**config.mk**
```make
export PLATFORM = sky130hd
export DESIGN_NAME = flash_cmd_host
export DESIGN_NICKNAME = d
export VERILOG_FILES = /design/src/core/flash_cmd_pkg.sv /design/src/core/flash_bus_cycle.sv /design/src/core/flash_cmd_host.sv
export SDC_FILE = /design/constraint.sdc
export NUM_CORES = 1
export LEC_CHECK = 0
export ABC_AREA = 1
export BUFFER_PORTS_ARGS = -buffer_cell sky130_fd_sc_hd__buf_2
export CAP_MARGIN = 20
export CORE_MARGIN = 5
export CORE_UTILIZATION = 35
export DETAILED_ROUTE_END_ITERATION = 8
export GPL_ROUTABILITY_DRIVEN = 0
export PLACE_DENSITY_LB_ADDON = 0.12
export SLEW_MARGIN = 20
export SYNTH_ARGS = -nofsm -noshare
export SYNTH_HDL_FRONTEND = slang
export SYNTH_SLANG_ARGS = --single-unit
```
**constraint.sdc**
```tcl
create_clock -name mclk -period 2.9 [get_ports mclk]
set_clock_uncertainty 0.05 [all_clocks]
set_input_delay 0.435 -clock mclk [delete_from_list [all_inputs] [get_ports mclk]]
set_output_delay 0.435 -clock mclk [all_outputs]
set_load 0.005 [all_outputs]
```
**src/core/flash_cmd_pkg.sv**
```systemverilog
// constants and types shared by the flash command sequencer
`default_nettype none
package flash_cmd_pkg;
  localparam int CLK_PERIOD_NS = 100;
  localparam int ADDR_BITS = 20;
  localparam int DATA_BITS = 16;
  localparam int SECTOR_LSB = 12;
  localparam int SECTOR_MSB = 19;
  // unlock and query addresses, word mode and byte mode
  localparam logic [11:0] UNLOCK1_WORD = 12'h555;
  localparam logic [11:0] UNLOCK2_WORD = 12'h2AA;
  localparam logic [11:0] QUERY_WORD = 12'h055;
  localparam logic [11:0] UNLOCK1_BYTE = 12'hAAA;
  localparam logic [11:0] UNLOCK2_BYTE = 12'h555;
  localparam logic [11:0] QUERY_BYTE = 12'h0AA;
  // command data bytes
  localparam logic [7:0] UNLOCK1_DATA = 8'hAA;
  localparam logic [7:0] UNLOCK2_DATA = 8'h55;
  localparam logic [7:0] ID_DATA = 8'h90;
  localparam logic [7:0] OTP_ENTER_DATA = 8'h88;
  localparam logic [7:0] EXIT_DATA = 8'h00;
  localparam logic [7:0] QUERY_DATA = 8'h98;
  localparam logic [7:0] PROGRAM_DATA = 8'hA0;
  localparam logic [7:0] BYPASS_DATA = 8'h20;
  localparam logic [7:0] ERASE_SETUP_DATA = 8'h80;
  localparam logic [7:0] CHIP_ERASE_DATA = 8'h10;
  localparam logic [7:0] SECTOR_ERASE_DATA = 8'h30;
  localparam logic [7:0] SUSPEND_DATA = 8'hB0;
  localparam logic [7:0] RESUME_DATA = 8'h30;
  localparam logic [7:0] RESET_DATA = 8'hF0;
  // bus cycle timing, least times rounded up to whole clocks; the read count also adds the sync stages
  localparam int ADDR_SETUP_NS = 100;
  localparam int STROBE_PULSE_NS = 100;
  localparam int STROBE_HOLD_NS = 100;
  localparam int READ_ACCESS_NS = 100;
  localparam int SYNC_STAGES = 2;
  localparam logic [3:0] SETUP_CYC =
    4'((ADDR_SETUP_NS + CLK_PERIOD_NS - 1) / CLK_PERIOD_NS);
  localparam logic [3:0] PULSE_CYC =
    4'((STROBE_PULSE_NS + CLK_PERIOD_NS - 1) / CLK_PERIOD_NS);
  localparam logic [3:0] HOLD_CYC =
    4'((STROBE_HOLD_NS + CLK_PERIOD_NS - 1) / CLK_PERIOD_NS);
  localparam logic [3:0] READ_CYC =
    4'((READ_ACCESS_NS + CLK_PERIOD_NS - 1) / CLK_PERIOD_NS + SYNC_STAGES);
  typedef enum logic [3:0] {
    CMD_READ, CMD_RESET, CMD_ID_ENTRY, CMD_OTP_ENTER, CMD_OTP_EXIT,
    CMD_QUERY, CMD_PROGRAM, CMD_BYPASS_ENTER, CMD_BYPASS_PROGRAM,
    CMD_BYPASS_EXIT, CMD_CHIP_ERASE, CMD_SECTOR_ERASE, CMD_SECTOR_ADD,
    CMD_SUSPEND, CMD_RESUME
  } cmd_type;
  typedef enum logic [2:0] {
    ADDR_ANY, ADDR_UNLOCK1, ADDR_UNLOCK2, ADDR_QUERY, ADDR_USER, ADDR_SECTOR
  } addr_sel_type;
  typedef struct packed {
    logic rd;
    logic userData;
    addr_sel_type sel;
    logic [7:0] code;
  } step_type;
endpackage
`default_nettype wire

```
**src/core/flash_bus_cycle.sv**
```systemverilog
// one timed read or write cycle on the flash pins
`default_nettype none
module flash_bus_cycle
  import flash_cmd_pkg::*;
#(
  parameter int AW = ADDR_BITS + 1
)
(
  // clock and reset
  input wire logic mclk,
  input wire logic sys_rst,
  // request from the sequencer
  input wire logic start,
  input wire logic rd,
  input wire logic [AW-1:0] addr,
  input wire logic [DATA_BITS-1:0] wdata,
  output logic done,
  output logic [DATA_BITS-1:0] rdata,
  // flash pins
  output logic [AW-2:0] flashAddr,
  output logic addrLsb,
  output logic [DATA_BITS-1:0] dqOut,
  output logic dqOe,
  input wire logic [DATA_BITS-1:0] dqIn,
  output logic ceN,
  output logic weN,
  output logic oeN
);
  typedef enum logic [1:0] {ST_IDLE, ST_SETUP, ST_PULSE, ST_HOLD} st_type;
  typedef struct packed {
    st_type st;
    logic [3:0] cnt;
    logic rd;
    logic [AW-1:0] addr;
    logic [DATA_BITS-1:0] dqOut;
    logic dqOe, ceN, weN, oeN, done;
    logic [DATA_BITS-1:0] sync1, sync2, rdata;
  } cyc_type;
  cyc_type cyc_reg, cyc_next;

  always_comb
  begin
    cyc_next = cyc_reg;
    cyc_next.done = 1'b0;
    cyc_next.sync1 = dqIn;
    cyc_next.sync2 = cyc_reg.sync1;
    unique case (cyc_reg.st)
      ST_IDLE:
        if (start)
        begin
          // address and data go out before any strobe falls
          cyc_next.st = ST_SETUP;
          cyc_next.rd = rd;
          cyc_next.addr = addr;
          cyc_next.dqOut = wdata;
          cyc_next.dqOe = !rd;
          cyc_next.ceN = 1'b0;
          cyc_next.cnt = SETUP_CYC;
        end
      ST_SETUP:
        if (cyc_reg.cnt == 4'h1)
        begin
          cyc_next.st = ST_PULSE;
          cyc_next.weN = cyc_reg.rd;
          cyc_next.oeN = !cyc_reg.rd;
          cyc_next.cnt = cyc_reg.rd ? READ_CYC : PULSE_CYC;
        end
        else
          cyc_next.cnt = cyc_reg.cnt - 4'h1;
      ST_PULSE:
        if (cyc_reg.cnt == 4'h1)
        begin
          // data stays driven past the rising strobe
          cyc_next.st = ST_HOLD;
          cyc_next.weN = 1'b1;
          cyc_next.oeN = 1'b1;
          cyc_next.ceN = 1'b1;
          cyc_next.cnt = HOLD_CYC;
          if (cyc_reg.rd)
            cyc_next.rdata = cyc_reg.sync2;
        end
        else
          cyc_next.cnt = cyc_reg.cnt - 4'h1;
      ST_HOLD:
        if (cyc_reg.cnt == 4'h1)
        begin
          cyc_next.st = ST_IDLE;
          cyc_next.dqOe = 1'b0;
          cyc_next.done = 1'b1;
        end
        else
          cyc_next.cnt = cyc_reg.cnt - 4'h1;
    endcase
  end

  always_ff @(posedge mclk)
  begin
    if (sys_rst)
    begin
      cyc_reg <= '0;
      cyc_reg.st <= ST_IDLE;
      cyc_reg.ceN <= 1'b1;
      cyc_reg.weN <= 1'b1;
      cyc_reg.oeN <= 1'b1;
    end
    else
      cyc_reg <= cyc_next;
  end

  assign done = cyc_reg.done;
  assign rdata = cyc_reg.rdata;
  assign flashAddr = cyc_reg.addr[AW-1:1];
  assign addrLsb = cyc_reg.addr[0];
  assign dqOut = cyc_reg.dqOut;
  assign dqOe = cyc_reg.dqOe;
  assign ceN = cyc_reg.ceN;
  assign weN = cyc_reg.weN;
  assign oeN = cyc_reg.oeN;
endmodule
`default_nettype wire

```
**src/core/flash_cmd_host.sv**
```systemverilog
// host-side sequencer that issues flash command sequences on the pins
// Operation
// every sequence cycle is a write except array read and id fourth cycle
// upper data byte ignored in command cycles; host drives it zero
// high address bits ignored in command cycles except sector or program
// array reads need no unlock or command cycles before them
// one F0 write anywhere returns to array read; needed to leave id
// one-time region entry: AA, 55, 88 at unlock addresses
// one-time region exit: AA, 55, 90, then 00 anywhere
// query: 98 to 55 word or AA byte, only in read or id; host also accepts it in one-time region mode
// program: AA, 55, A0 at unlock addresses, then address with data
// program address latched at later falling edge of write or select
// program data latched at first rising edge of write or select
// bypass entry: AA, 55, 20 at unlock addresses
// bypass program: A0 anywhere then address and data, only in bypass
// bypass exit: 90 then 00 anywhere, or a single F0
// chip erase: AA, 55, 80, AA, 55, 10 at unlock addresses
// sector erase: AA, 55, 80, AA, 55, then sector address with 30
// during erase timeout further sectors added by single sector/30 write
// sector chosen by address bits 19 down to 12 only
// protect verify read returns 00 unprotected, 01 protected
// suspend: B0 anywhere, only during sector erase
// resume: 30 anywhere, only while suspended
// while sector erase runs, only suspend is accepted; host also accepts sector add at any point of the erase
// id allowed in suspend; leaving id returns to suspend
// mismatched partial sequence is abandoned, prior read mode kept
`default_nettype none
module flash_cmd_host
  import flash_cmd_pkg::*;
#(
  parameter int ADDR_W = ADDR_BITS
)
(
  // clock and reset
  input wire logic mclk,
  input wire logic sys_rst,
  // user command port
  input wire logic cmdValid,
  input wire cmd_type cmdCode,
  input wire logic [ADDR_W:0] cmdAddr,
  input wire logic [DATA_BITS-1:0] cmdData,
  input wire logic byteMode,
  input wire logic eraseDone,
  output logic cmdReady,
  output logic cmdDone,
  output logic cmdRefused,
  output logic [DATA_BITS-1:0] readData,
  output logic readValid,
  // mode status
  output logic bypassActive,
  output logic eraseActive,
  output logic suspendActive,
  // flash pins
  output logic [ADDR_W-1:0] flashAddr,
  output logic addrLsb,
  output logic [DATA_BITS-1:0] dqOut,
  output logic dqOe,
  input wire logic [DATA_BITS-1:0] dqIn,
  output logic ceN,
  output logic weN,
  output logic oeN,
  output logic byteN
);
  if (ADDR_W < SECTOR_MSB + 1)
    $error("ADDR_W too small for sector field");

  typedef enum logic [2:0] {
    MODE_READ, MODE_ID, MODE_OTP, MODE_QUERY, MODE_BYPASS,
    MODE_ERASE, MODE_CHIP, MODE_SUSPEND
  } mode_type;
  typedef enum logic [1:0] {SEQ_IDLE, SEQ_ISSUE, SEQ_WAIT} seq_type;
  typedef struct packed {
    mode_type mode;
    logic suspId;
    seq_type seq;
    cmd_type cmd;
    logic [2:0] idx;
    logic [ADDR_W:0] uAddr;
    logic [DATA_BITS-1:0] uData;
    logic byteMode, byteN;
    logic start, rd;
    logic [ADDR_W:0] addr;
    logic [DATA_BITS-1:0] wdata;
    logic ready, done, refused, rdValid, bypass, erase, susp;
    logic [DATA_BITS-1:0] rdData;
  } host_type;
  host_type h_reg, h_next;
  logic cycDone;
  logic [DATA_BITS-1:0] cycData;

  function automatic logic [2:0] seqLen(input cmd_type c);
    unique case (c)
      CMD_READ, CMD_RESET, CMD_QUERY, CMD_SECTOR_ADD,
      CMD_SUSPEND, CMD_RESUME: seqLen = 3'd1;
      CMD_BYPASS_PROGRAM, CMD_BYPASS_EXIT: seqLen = 3'd2;
      CMD_OTP_ENTER, CMD_BYPASS_ENTER: seqLen = 3'd3;
      CMD_ID_ENTRY, CMD_OTP_EXIT, CMD_PROGRAM: seqLen = 3'd4;
      CMD_CHIP_ERASE, CMD_SECTOR_ERASE: seqLen = 3'd6;
    endcase
  endfunction

  function automatic step_type seqStep(input cmd_type c, input logic [2:0] i);
    step_type s;
    s = '{rd: 1'b0, userData: 1'b0, sel: ADDR_ANY, code: EXIT_DATA};
    unique case (c)
      CMD_READ: s = '{1'b1, 1'b0, ADDR_USER, EXIT_DATA};
      CMD_RESET: s.code = RESET_DATA;
      CMD_QUERY: s = '{1'b0, 1'b0, ADDR_QUERY, QUERY_DATA};
      CMD_SECTOR_ADD:
        s = '{1'b0, 1'b0, ADDR_SECTOR, SECTOR_ERASE_DATA};
      CMD_SUSPEND: s.code = SUSPEND_DATA;
      CMD_RESUME: s.code = RESUME_DATA;
      CMD_BYPASS_PROGRAM:
        s = (i == 3'd0) ? '{1'b0, 1'b0, ADDR_ANY, PROGRAM_DATA}
                        : '{1'b0, 1'b1, ADDR_USER, EXIT_DATA};
      CMD_BYPASS_EXIT: s.code = (i == 3'd0) ? ID_DATA : EXIT_DATA;
      default:
      begin
        // shared unlock prefix; erase repeats it after the setup byte
        s.sel = (i == 3'd1 || i == 3'd4) ? ADDR_UNLOCK2 : ADDR_UNLOCK1;
        s.code = (i == 3'd1 || i == 3'd4) ? UNLOCK2_DATA : UNLOCK1_DATA;
        if (i == 3'd2)
          unique case (c)
            CMD_ID_ENTRY, CMD_OTP_EXIT: s.code = ID_DATA;
            CMD_OTP_ENTER: s.code = OTP_ENTER_DATA;
            CMD_PROGRAM: s.code = PROGRAM_DATA;
            CMD_BYPASS_ENTER: s.code = BYPASS_DATA;
            default: s.code = ERASE_SETUP_DATA;
          endcase
        if (i == 3'd3)
          unique case (c)
            CMD_ID_ENTRY: s = '{1'b1, 1'b0, ADDR_USER, EXIT_DATA};
            CMD_OTP_EXIT: s = '{1'b0, 1'b0, ADDR_ANY, EXIT_DATA};
            CMD_PROGRAM: s = '{1'b0, 1'b1, ADDR_USER, EXIT_DATA};
            default: ;
          endcase
        if (i == 3'd5 && c == CMD_CHIP_ERASE)
          s.code = CHIP_ERASE_DATA;
        if (i == 3'd5 && c == CMD_SECTOR_ERASE)
          s = '{1'b0, 1'b0, ADDR_SECTOR, SECTOR_ERASE_DATA};
      end
    endcase
    seqStep = s;
  endfunction

  function automatic logic [ADDR_W:0] stepAddr(input addr_sel_type sel,
    input logic bm, input logic [ADDR_W:0] ua);
    logic [ADDR_W:0] a;
    a = '0;
    unique case (sel)
      ADDR_ANY: a = '0;
      ADDR_UNLOCK1: a[11:0] = bm ? UNLOCK1_BYTE : {UNLOCK1_WORD[10:0], 1'b0};
      ADDR_UNLOCK2: a[11:0] = bm ? UNLOCK2_BYTE : {UNLOCK2_WORD[10:0], 1'b0};
      ADDR_QUERY: a[11:0] = bm ? QUERY_BYTE : {QUERY_WORD[10:0], 1'b0};
      ADDR_USER: a = ua;
      // only the sector field is carried; lower bits are left zero
      ADDR_SECTOR: a[SECTOR_MSB+1:SECTOR_LSB+1] =
        ua[SECTOR_MSB+1:SECTOR_LSB+1];
    endcase
    stepAddr = a;
  endfunction

  function automatic logic allowed(input mode_type m, input cmd_type c);
    unique case (m)
      MODE_ERASE: allowed = c == CMD_READ || c == CMD_SUSPEND ||
        c == CMD_SECTOR_ADD;
      MODE_CHIP: allowed = c == CMD_READ;
      MODE_SUSPEND: allowed = c == CMD_READ || c == CMD_PROGRAM ||
        c == CMD_ID_ENTRY || c == CMD_RESUME || c == CMD_RESET;
      MODE_BYPASS: allowed = c == CMD_READ || c == CMD_BYPASS_PROGRAM ||
        c == CMD_BYPASS_EXIT || c == CMD_RESET;
      MODE_ID: allowed = c == CMD_READ || c == CMD_RESET ||
        c == CMD_QUERY;
      MODE_QUERY: allowed = c == CMD_READ || c == CMD_RESET;
      default: allowed = !(c == CMD_BYPASS_PROGRAM || c == CMD_BYPASS_EXIT ||
        c == CMD_SECTOR_ADD || c == CMD_SUSPEND || c == CMD_RESUME);
    endcase
  endfunction

  always_comb
  begin
    step_type st;
    st = seqStep(h_reg.cmd, h_reg.idx);
    h_next = h_reg;
    h_next.start = 1'b0;
    h_next.done = 1'b0;
    h_next.refused = 1'b0;
    h_next.rdValid = 1'b0;
    if (eraseDone && (h_reg.mode == MODE_ERASE || h_reg.mode == MODE_CHIP))
      h_next.mode = MODE_READ;
    unique case (h_reg.seq)
      SEQ_IDLE:
        if (cmdValid && h_reg.ready)
        begin
          h_next.ready = 1'b0;
          if (allowed(h_reg.mode, cmdCode))
          begin
            h_next.seq = SEQ_ISSUE;
            h_next.cmd = cmdCode;
            h_next.idx = 3'd0;
            h_next.uAddr = cmdAddr;
            h_next.uData = cmdData;
            h_next.byteMode = byteMode;
          end
          else
          begin
            // refused commands never reach the pins
            h_next.refused = 1'b1;
            h_next.ready = 1'b1;
          end
        end
      SEQ_ISSUE:
      begin
        h_next.start = 1'b1;
        h_next.rd = st.rd;
        h_next.addr = stepAddr(st.sel, h_reg.byteMode, h_reg.uAddr);
        // command bytes ride the low lane, upper lane zero
        h_next.wdata = st.userData ? h_reg.uData : {8'h00, st.code};
        h_next.seq = SEQ_WAIT;
      end
      SEQ_WAIT:
        if (cycDone)
        begin
          if (h_reg.rd)
          begin
            h_next.rdData = cycData;
            h_next.rdValid = 1'b1;
          end
          if (h_reg.idx == seqLen(h_reg.cmd) - 3'd1)
          begin
            h_next.seq = SEQ_IDLE;
            h_next.ready = 1'b1;
            h_next.done = 1'b1;
            unique case (h_reg.cmd)
              CMD_RESET:
              begin
                h_next.mode = h_reg.suspId ? MODE_SUSPEND : MODE_READ;
                h_next.suspId = 1'b0;
              end
              CMD_ID_ENTRY:
              begin
                h_next.suspId = h_reg.mode == MODE_SUSPEND;
                h_next.mode = MODE_ID;
              end
              CMD_OTP_ENTER: h_next.mode = MODE_OTP;
              CMD_OTP_EXIT, CMD_BYPASS_EXIT: h_next.mode = MODE_READ;
              CMD_QUERY: h_next.mode = MODE_QUERY;
              CMD_BYPASS_ENTER: h_next.mode = MODE_BYPASS;
              CMD_CHIP_ERASE: h_next.mode = MODE_CHIP;
              CMD_SECTOR_ERASE, CMD_RESUME: h_next.mode = MODE_ERASE;
              CMD_SUSPEND: h_next.mode = MODE_SUSPEND;
              default: ;
            endcase
          end
          else
          begin
            h_next.idx = h_reg.idx + 3'd1;
            h_next.seq = SEQ_ISSUE;
          end
        end
      default: h_next.seq = SEQ_IDLE;
    endcase
    h_next.bypass = h_next.mode == MODE_BYPASS;
    h_next.erase = h_next.mode inside {MODE_ERASE, MODE_CHIP};
    h_next.susp = h_next.mode == MODE_SUSPEND || h_next.suspId;
    h_next.byteN = !h_next.byteMode;
  end

  always_ff @(posedge mclk)
  begin
    if (sys_rst)
    begin
      h_reg <= '0;
      h_reg.mode <= MODE_READ;
      h_reg.seq <= SEQ_IDLE;
      h_reg.cmd <= CMD_READ;
      h_reg.ready <= 1'b1;
      h_reg.byteN <= 1'b1;
    end
    else
      h_reg <= h_next;
  end

  flash_bus_cycle #(.AW(ADDR_W + 1)) cycle_u (
    .mclk(mclk), .sys_rst(sys_rst), .start(h_reg.start), .rd(h_reg.rd),
    .addr(h_reg.addr), .wdata(h_reg.wdata), .done(cycDone),
    .rdata(cycData), .flashAddr(flashAddr), .addrLsb(addrLsb),
    .dqOut(dqOut), .dqOe(dqOe), .dqIn(dqIn), .ceN(ceN), .weN(weN),
    .oeN(oeN));

  assign cmdReady = h_reg.ready;
  assign cmdDone = h_reg.done;
  assign cmdRefused = h_reg.refused;
  assign readData = h_reg.rdData;
  assign readValid = h_reg.rdValid;
  assign bypassActive = h_reg.bypass;
  assign eraseActive = h_reg.erase;
  assign suspendActive = h_reg.susp;
  assign byteN = h_reg.byteN;
endmodule
`default_nettype wire

```
==> results list <==
- Synthesis instantiated 32 different standard cells from the library.
- Number of top-level design ports: 127
- For the pin with the worst max-slew slack, the measured transition is 0.760 ns.
- After detailed routing, the met2 layer carries 9990 um of wire.
- Clock Latency Late Sink: 0.52 ns
- The first global-routing pass estimated 36000 um of wire.
- Antenna violations before repair: 2
- Clock-pin transition on the worst setup and hold timing paths: 0.06 ns
* Final routed wire length divided by cell count: 13.7 um
- Congestion Overflow GR: 0
- Among the stages of the critical path, the cell type that occurs most often is sky130_fd_sc_hd__nand2_1.
- Final ANT Viol Nets: 0
* Register bit count reported by yosys: 211
- In this run the top signal layer used is met5.
* Final WS setup: 0.432 ns
- Data arrives at the worst endpoint at 2.81 ns.
- Static timing analysis puts the maximum clock frequency at 405 MHz.
* Part of the total power dissipated in the clock network: 42.6%
- Wirelength, routed: 21900 um
* Placed cell count: 1559
- When the netlist entered floorplanning its net count stood at 1271.
- Average size of a mapped cell: 7.34 sq um
- Predominant post-synthesis flop cell: sky130_fd_sc_hd__dfxtp_1
- The region available for standard cell placement spans 25000 sq um.
- Total design power: 7.33 mW
- Post-CTS Resized: 0
- Number of enable flip-flop cells after synthesis: 0
- Reg power frac: 43.2%
- After detailed routing, the number of vias per cell comes to 4.60.
* First-pass iteration count of the detailed router: 4
* Final clock period utilization by the worst path: 85.1%
- Hold Fails Final Rpt: 0
- Dpl ws: 0.441 ns
- CP Max Fanout: 7
* Filler instances: 2709
* Total power per unit cell area: 719 nW/um^2
* Post-route minimum period: 2.47 ns
- Number of remaining DRC errors: 0
- Switching share of power: 26.8%
* Maximum number of pins on one net before global-route repair: 123
* Startpoint types: flop
* Share of total power in combinational logic: 14.1%
- Area added between synthesis and finish: 16.0%
- Initial core utilization: 35.2%
* Number of CTS-inserted buffers: 25
- The detailed router finished its first iteration with 406 violations.
* Number of buffers inserted for hold repair after clock tree synthesis: 0
* Largest register FFs: 90
- Leak pwr: 4.42 nW
* Mapped cell area: 8780 sq um
* Data required, critical path: 3.24 ns
- The min-delay analysis places its worst path in the category in -> reg.
* Total of warnings raised by yosys: 0
* Type of destination of the critical path: flop
* Total number of placement rows: 58
- Worst path max stage delay: 0.38 ns
- The floorplan step set the die width to 168 um.
* Share of the yosys chip area belonging to registers: 48.1%
- Cell-by-cell trace of the critical path: inv_1, nand2_1, nand3_1, nand2_1, inv_1, ha_1, xnor2_1, inv_1, nand2_1, nor2_2, nand2_1, o211ai_1, nand2_1
- Master of the slowest instance on the critical path: sky130_fd_sc_hd__dfxtp_1
- In this run the number of H-tree levels came out at 1.
* Number of setup buffers added after CTS: 0
* Number of buffers inserted by port buffering: 126
* Final number of max-transition violations: 0
* Share of synthesized registers carrying an async set or reset: 0%
- TritonCTS built the clock tree.
- M1 WL: 10200 um
- The routed design uses 1080 um of met3 wire.
- Counting along the longest clock path gives a buffer depth of 3.
* Placed wire-length estimate after detailed placement: 14500 um
- Setup total negative slack on the finished layout was measured at 0 ns.
* Via total after detailed routing: 7380
* Number of non-filler instances in the completed layout: 1603
* Number of instances in the synthesized netlist: 1197
* Normalized max-slew margin: 49.3%
- Clock Tree Root: sky130_fd_sc_hd__clkbuf_16
* Global-route usage over all layers: 15.2%
- Setup violations remaining at the end of the flow were counted as 0.
* Die height: 168 um
- Summed over all nets, the switching power comes to 1.96 mW.
* Worst ir drop on vdd: 0.000365 V
- The final layout contains 1330 nets.
- Run status: completed
* Vias in the first global route: 7130
- Max-cap violations: 0
* Design internal power: 5.36 mW
- The die covers 28400 sq um.
* Crit path kind: reg -> reg
- Share of post-route cells with drive strength above 1: 15.8%
* Clock Sink Count: 211
* RSZ-0062 raised after global routing: false
## power groups by stage
stage	logic (mW)	registers [mW]	clock network [mW]
after floorplan	0.779	3.21	0
after global placement	1.05	3.23	0
after detailed placement	1.05	3.23	0
after CTS	1.05	3.17	3.23
after global routing	1.20	3.19	3.35
final	1.04	3.17	3.13
## synth_stat cells (2+ instances only)
cell type	n	area (sq um)
sky130_fd_sc_hd__a211oi_1	3	22.5
sky130_fd_sc_hd__a21oi_1	132	661
sky130_fd_sc_hd__a31oi_1	3	18.8
sky130_fd_sc_hd__buf_1	5	18.8
sky130_fd_sc_hd__buf_2	6	30.0
sky130_fd_sc_hd__buf_4	55	413
sky130_fd_sc_hd__clkbuf_1	44	165
sky130_fd_sc_hd__clkinv_1	3	11.3
sky130_fd_sc_hd__dfxtp_1	211	4220
sky130_fd_sc_hd__ha_1	12	150
sky130_fd_sc_hd__inv_1	112	420
sky130_fd_sc_hd__inv_2	6	22.5
sky130_fd_sc_hd__nand2_1	223	837
sky130_fd_sc_hd__nand2_2	3	18.8
sky130_fd_sc_hd__nand3_1	69	345
sky130_fd_sc_hd__nand3_2	2	20.0
sky130_fd_sc_hd__nand4_1	11	68.8
sky130_fd_sc_hd__nor2_1	158	593
sky130_fd_sc_hd__nor2_2	4	25.0
sky130_fd_sc_hd__nor3_1	4	20.0
sky130_fd_sc_hd__o211ai_1	5	37.5
sky130_fd_sc_hd__o21ai_0	100	500
sky130_fd_sc_hd__o21ai_1	14	70.1
sky130_fd_sc_hd__o22ai_1	3	18.8
sky130_fd_sc_hd__xnor2_1	2	17.5
## per-layer routing
layer / track usage, % / up-vias
met5: 0 / -
met4: 4.98 / 2
met3: 3.12 / 41
met2: 25.3 / 140
met1: 19.7 / 3287
li1: - / 3910
## worst paths after layout
kind,from,to,slack [ns],depth (start not counted)
worst max-delay path,h_reg[104],suspendActive,0.43,13
worst min-delay path,dqIn[14],cycle_u.cyc_next[30],0.08,3
worst max register to register,h_reg[104],suspendActive,0.43,13
worst min register to register,cycle_u.cyc_next[20],cycle_u.cyc_reg[20],0.35,2
## worst max-delay path: cells and delay by family (launching register included)
kind | cells | cell delay [ns]
AND/OR/NAND/NOR | 7 | 0.99
flip-flops | 1 | 0.38
adder cells (fa/ha/maj) | 1 | 0.29
AO/OA/AOI/OAI | 1 | 0.28
buffers and inverters | 3 | 0.24
XOR/XNOR | 1 | 0.13
## layout by cell type, fill, tap and decap left out, types with 4 or more instances in the layout
cell type / netlist / routed
sky130_fd_sc_hd__buf_4: 55 / 15
sky130_fd_sc_hd__nand2_1: 223 / 223
sky130_fd_sc_hd__inv_1: 112 / 111
sky130_fd_sc_hd__nor3_1: 4 / 4
sky130_fd_sc_hd__clkinv_2: 0 / 4
sky130_fd_sc_hd__a21oi_1: 132 / 132
sky130_fd_sc_hd__buf_2: 6 / 125
sky130_fd_sc_hd__ha_1: 12 / 12
sky130_fd_sc_hd__o21ai_1: 14 / 14
sky130_fd_sc_hd__clkbuf_16: 0 / 25
sky130_fd_sc_hd__nand3_1: 69 / 68
sky130_fd_sc_hd__dfxtp_1: 211 / 211
sky130_fd_sc_hd__clkbuf_8: 0 / 7
sky130_fd_sc_hd__nor2_1: 158 / 158
sky130_fd_sc_hd__o21ai_0: 100 / 100
sky130_fd_sc_hd__inv_2: 6 / 7
sky130_fd_sc_hd__nand4_1: 11 / 11
sky130_fd_sc_hd__o211ai_1: 5 / 5
sky130_fd_sc_hd__nor2_2: 4 / 4
## through the flow
stage	instance area, sq um	util, %	hold WS [ns]
final	10200	40.8	0.0757
after global routing	10200	40.8	0.0609
after CTS	10200	40.8	0.0582
after detailed placement	9350	37.5	0.342
after global placement	9350	37.5	0.339
after floorplan	8780	-	0.338
## final cells by class
type / count / area, sq um / share of cell area (%)
inverter: 121 / 454 / 4.46
sequential: 211 / 4220 / 41.5
multi-input combinational: 755 / 3480 / 34.2
clock buffer: 35 / 733 / 7.20
antenna: 1 / 2.50 / 0.0246
tap: 330 / 413 / 4.05
clock inverter: 8 / 97.6 / 0.958
timing repair buffer: 142 / 778 / 7.64
## cells by family (layout without fill, tap and decap cells)
group	count (synthesis)	count (layout)	synth area share, %
AND/OR/NAND/NOR	478	478	22.3
AO/OA/AOI/OAI	262	262	15.3
buffers and inverters	231	306	12.3
flip-flops	211	211	48.1
adder cells (fa/ha/maj)	12	12	1.71
XOR/XNOR	3	3	0.299
other	0	1	0
Note: power is estimated with default switching activity, not from simulation.
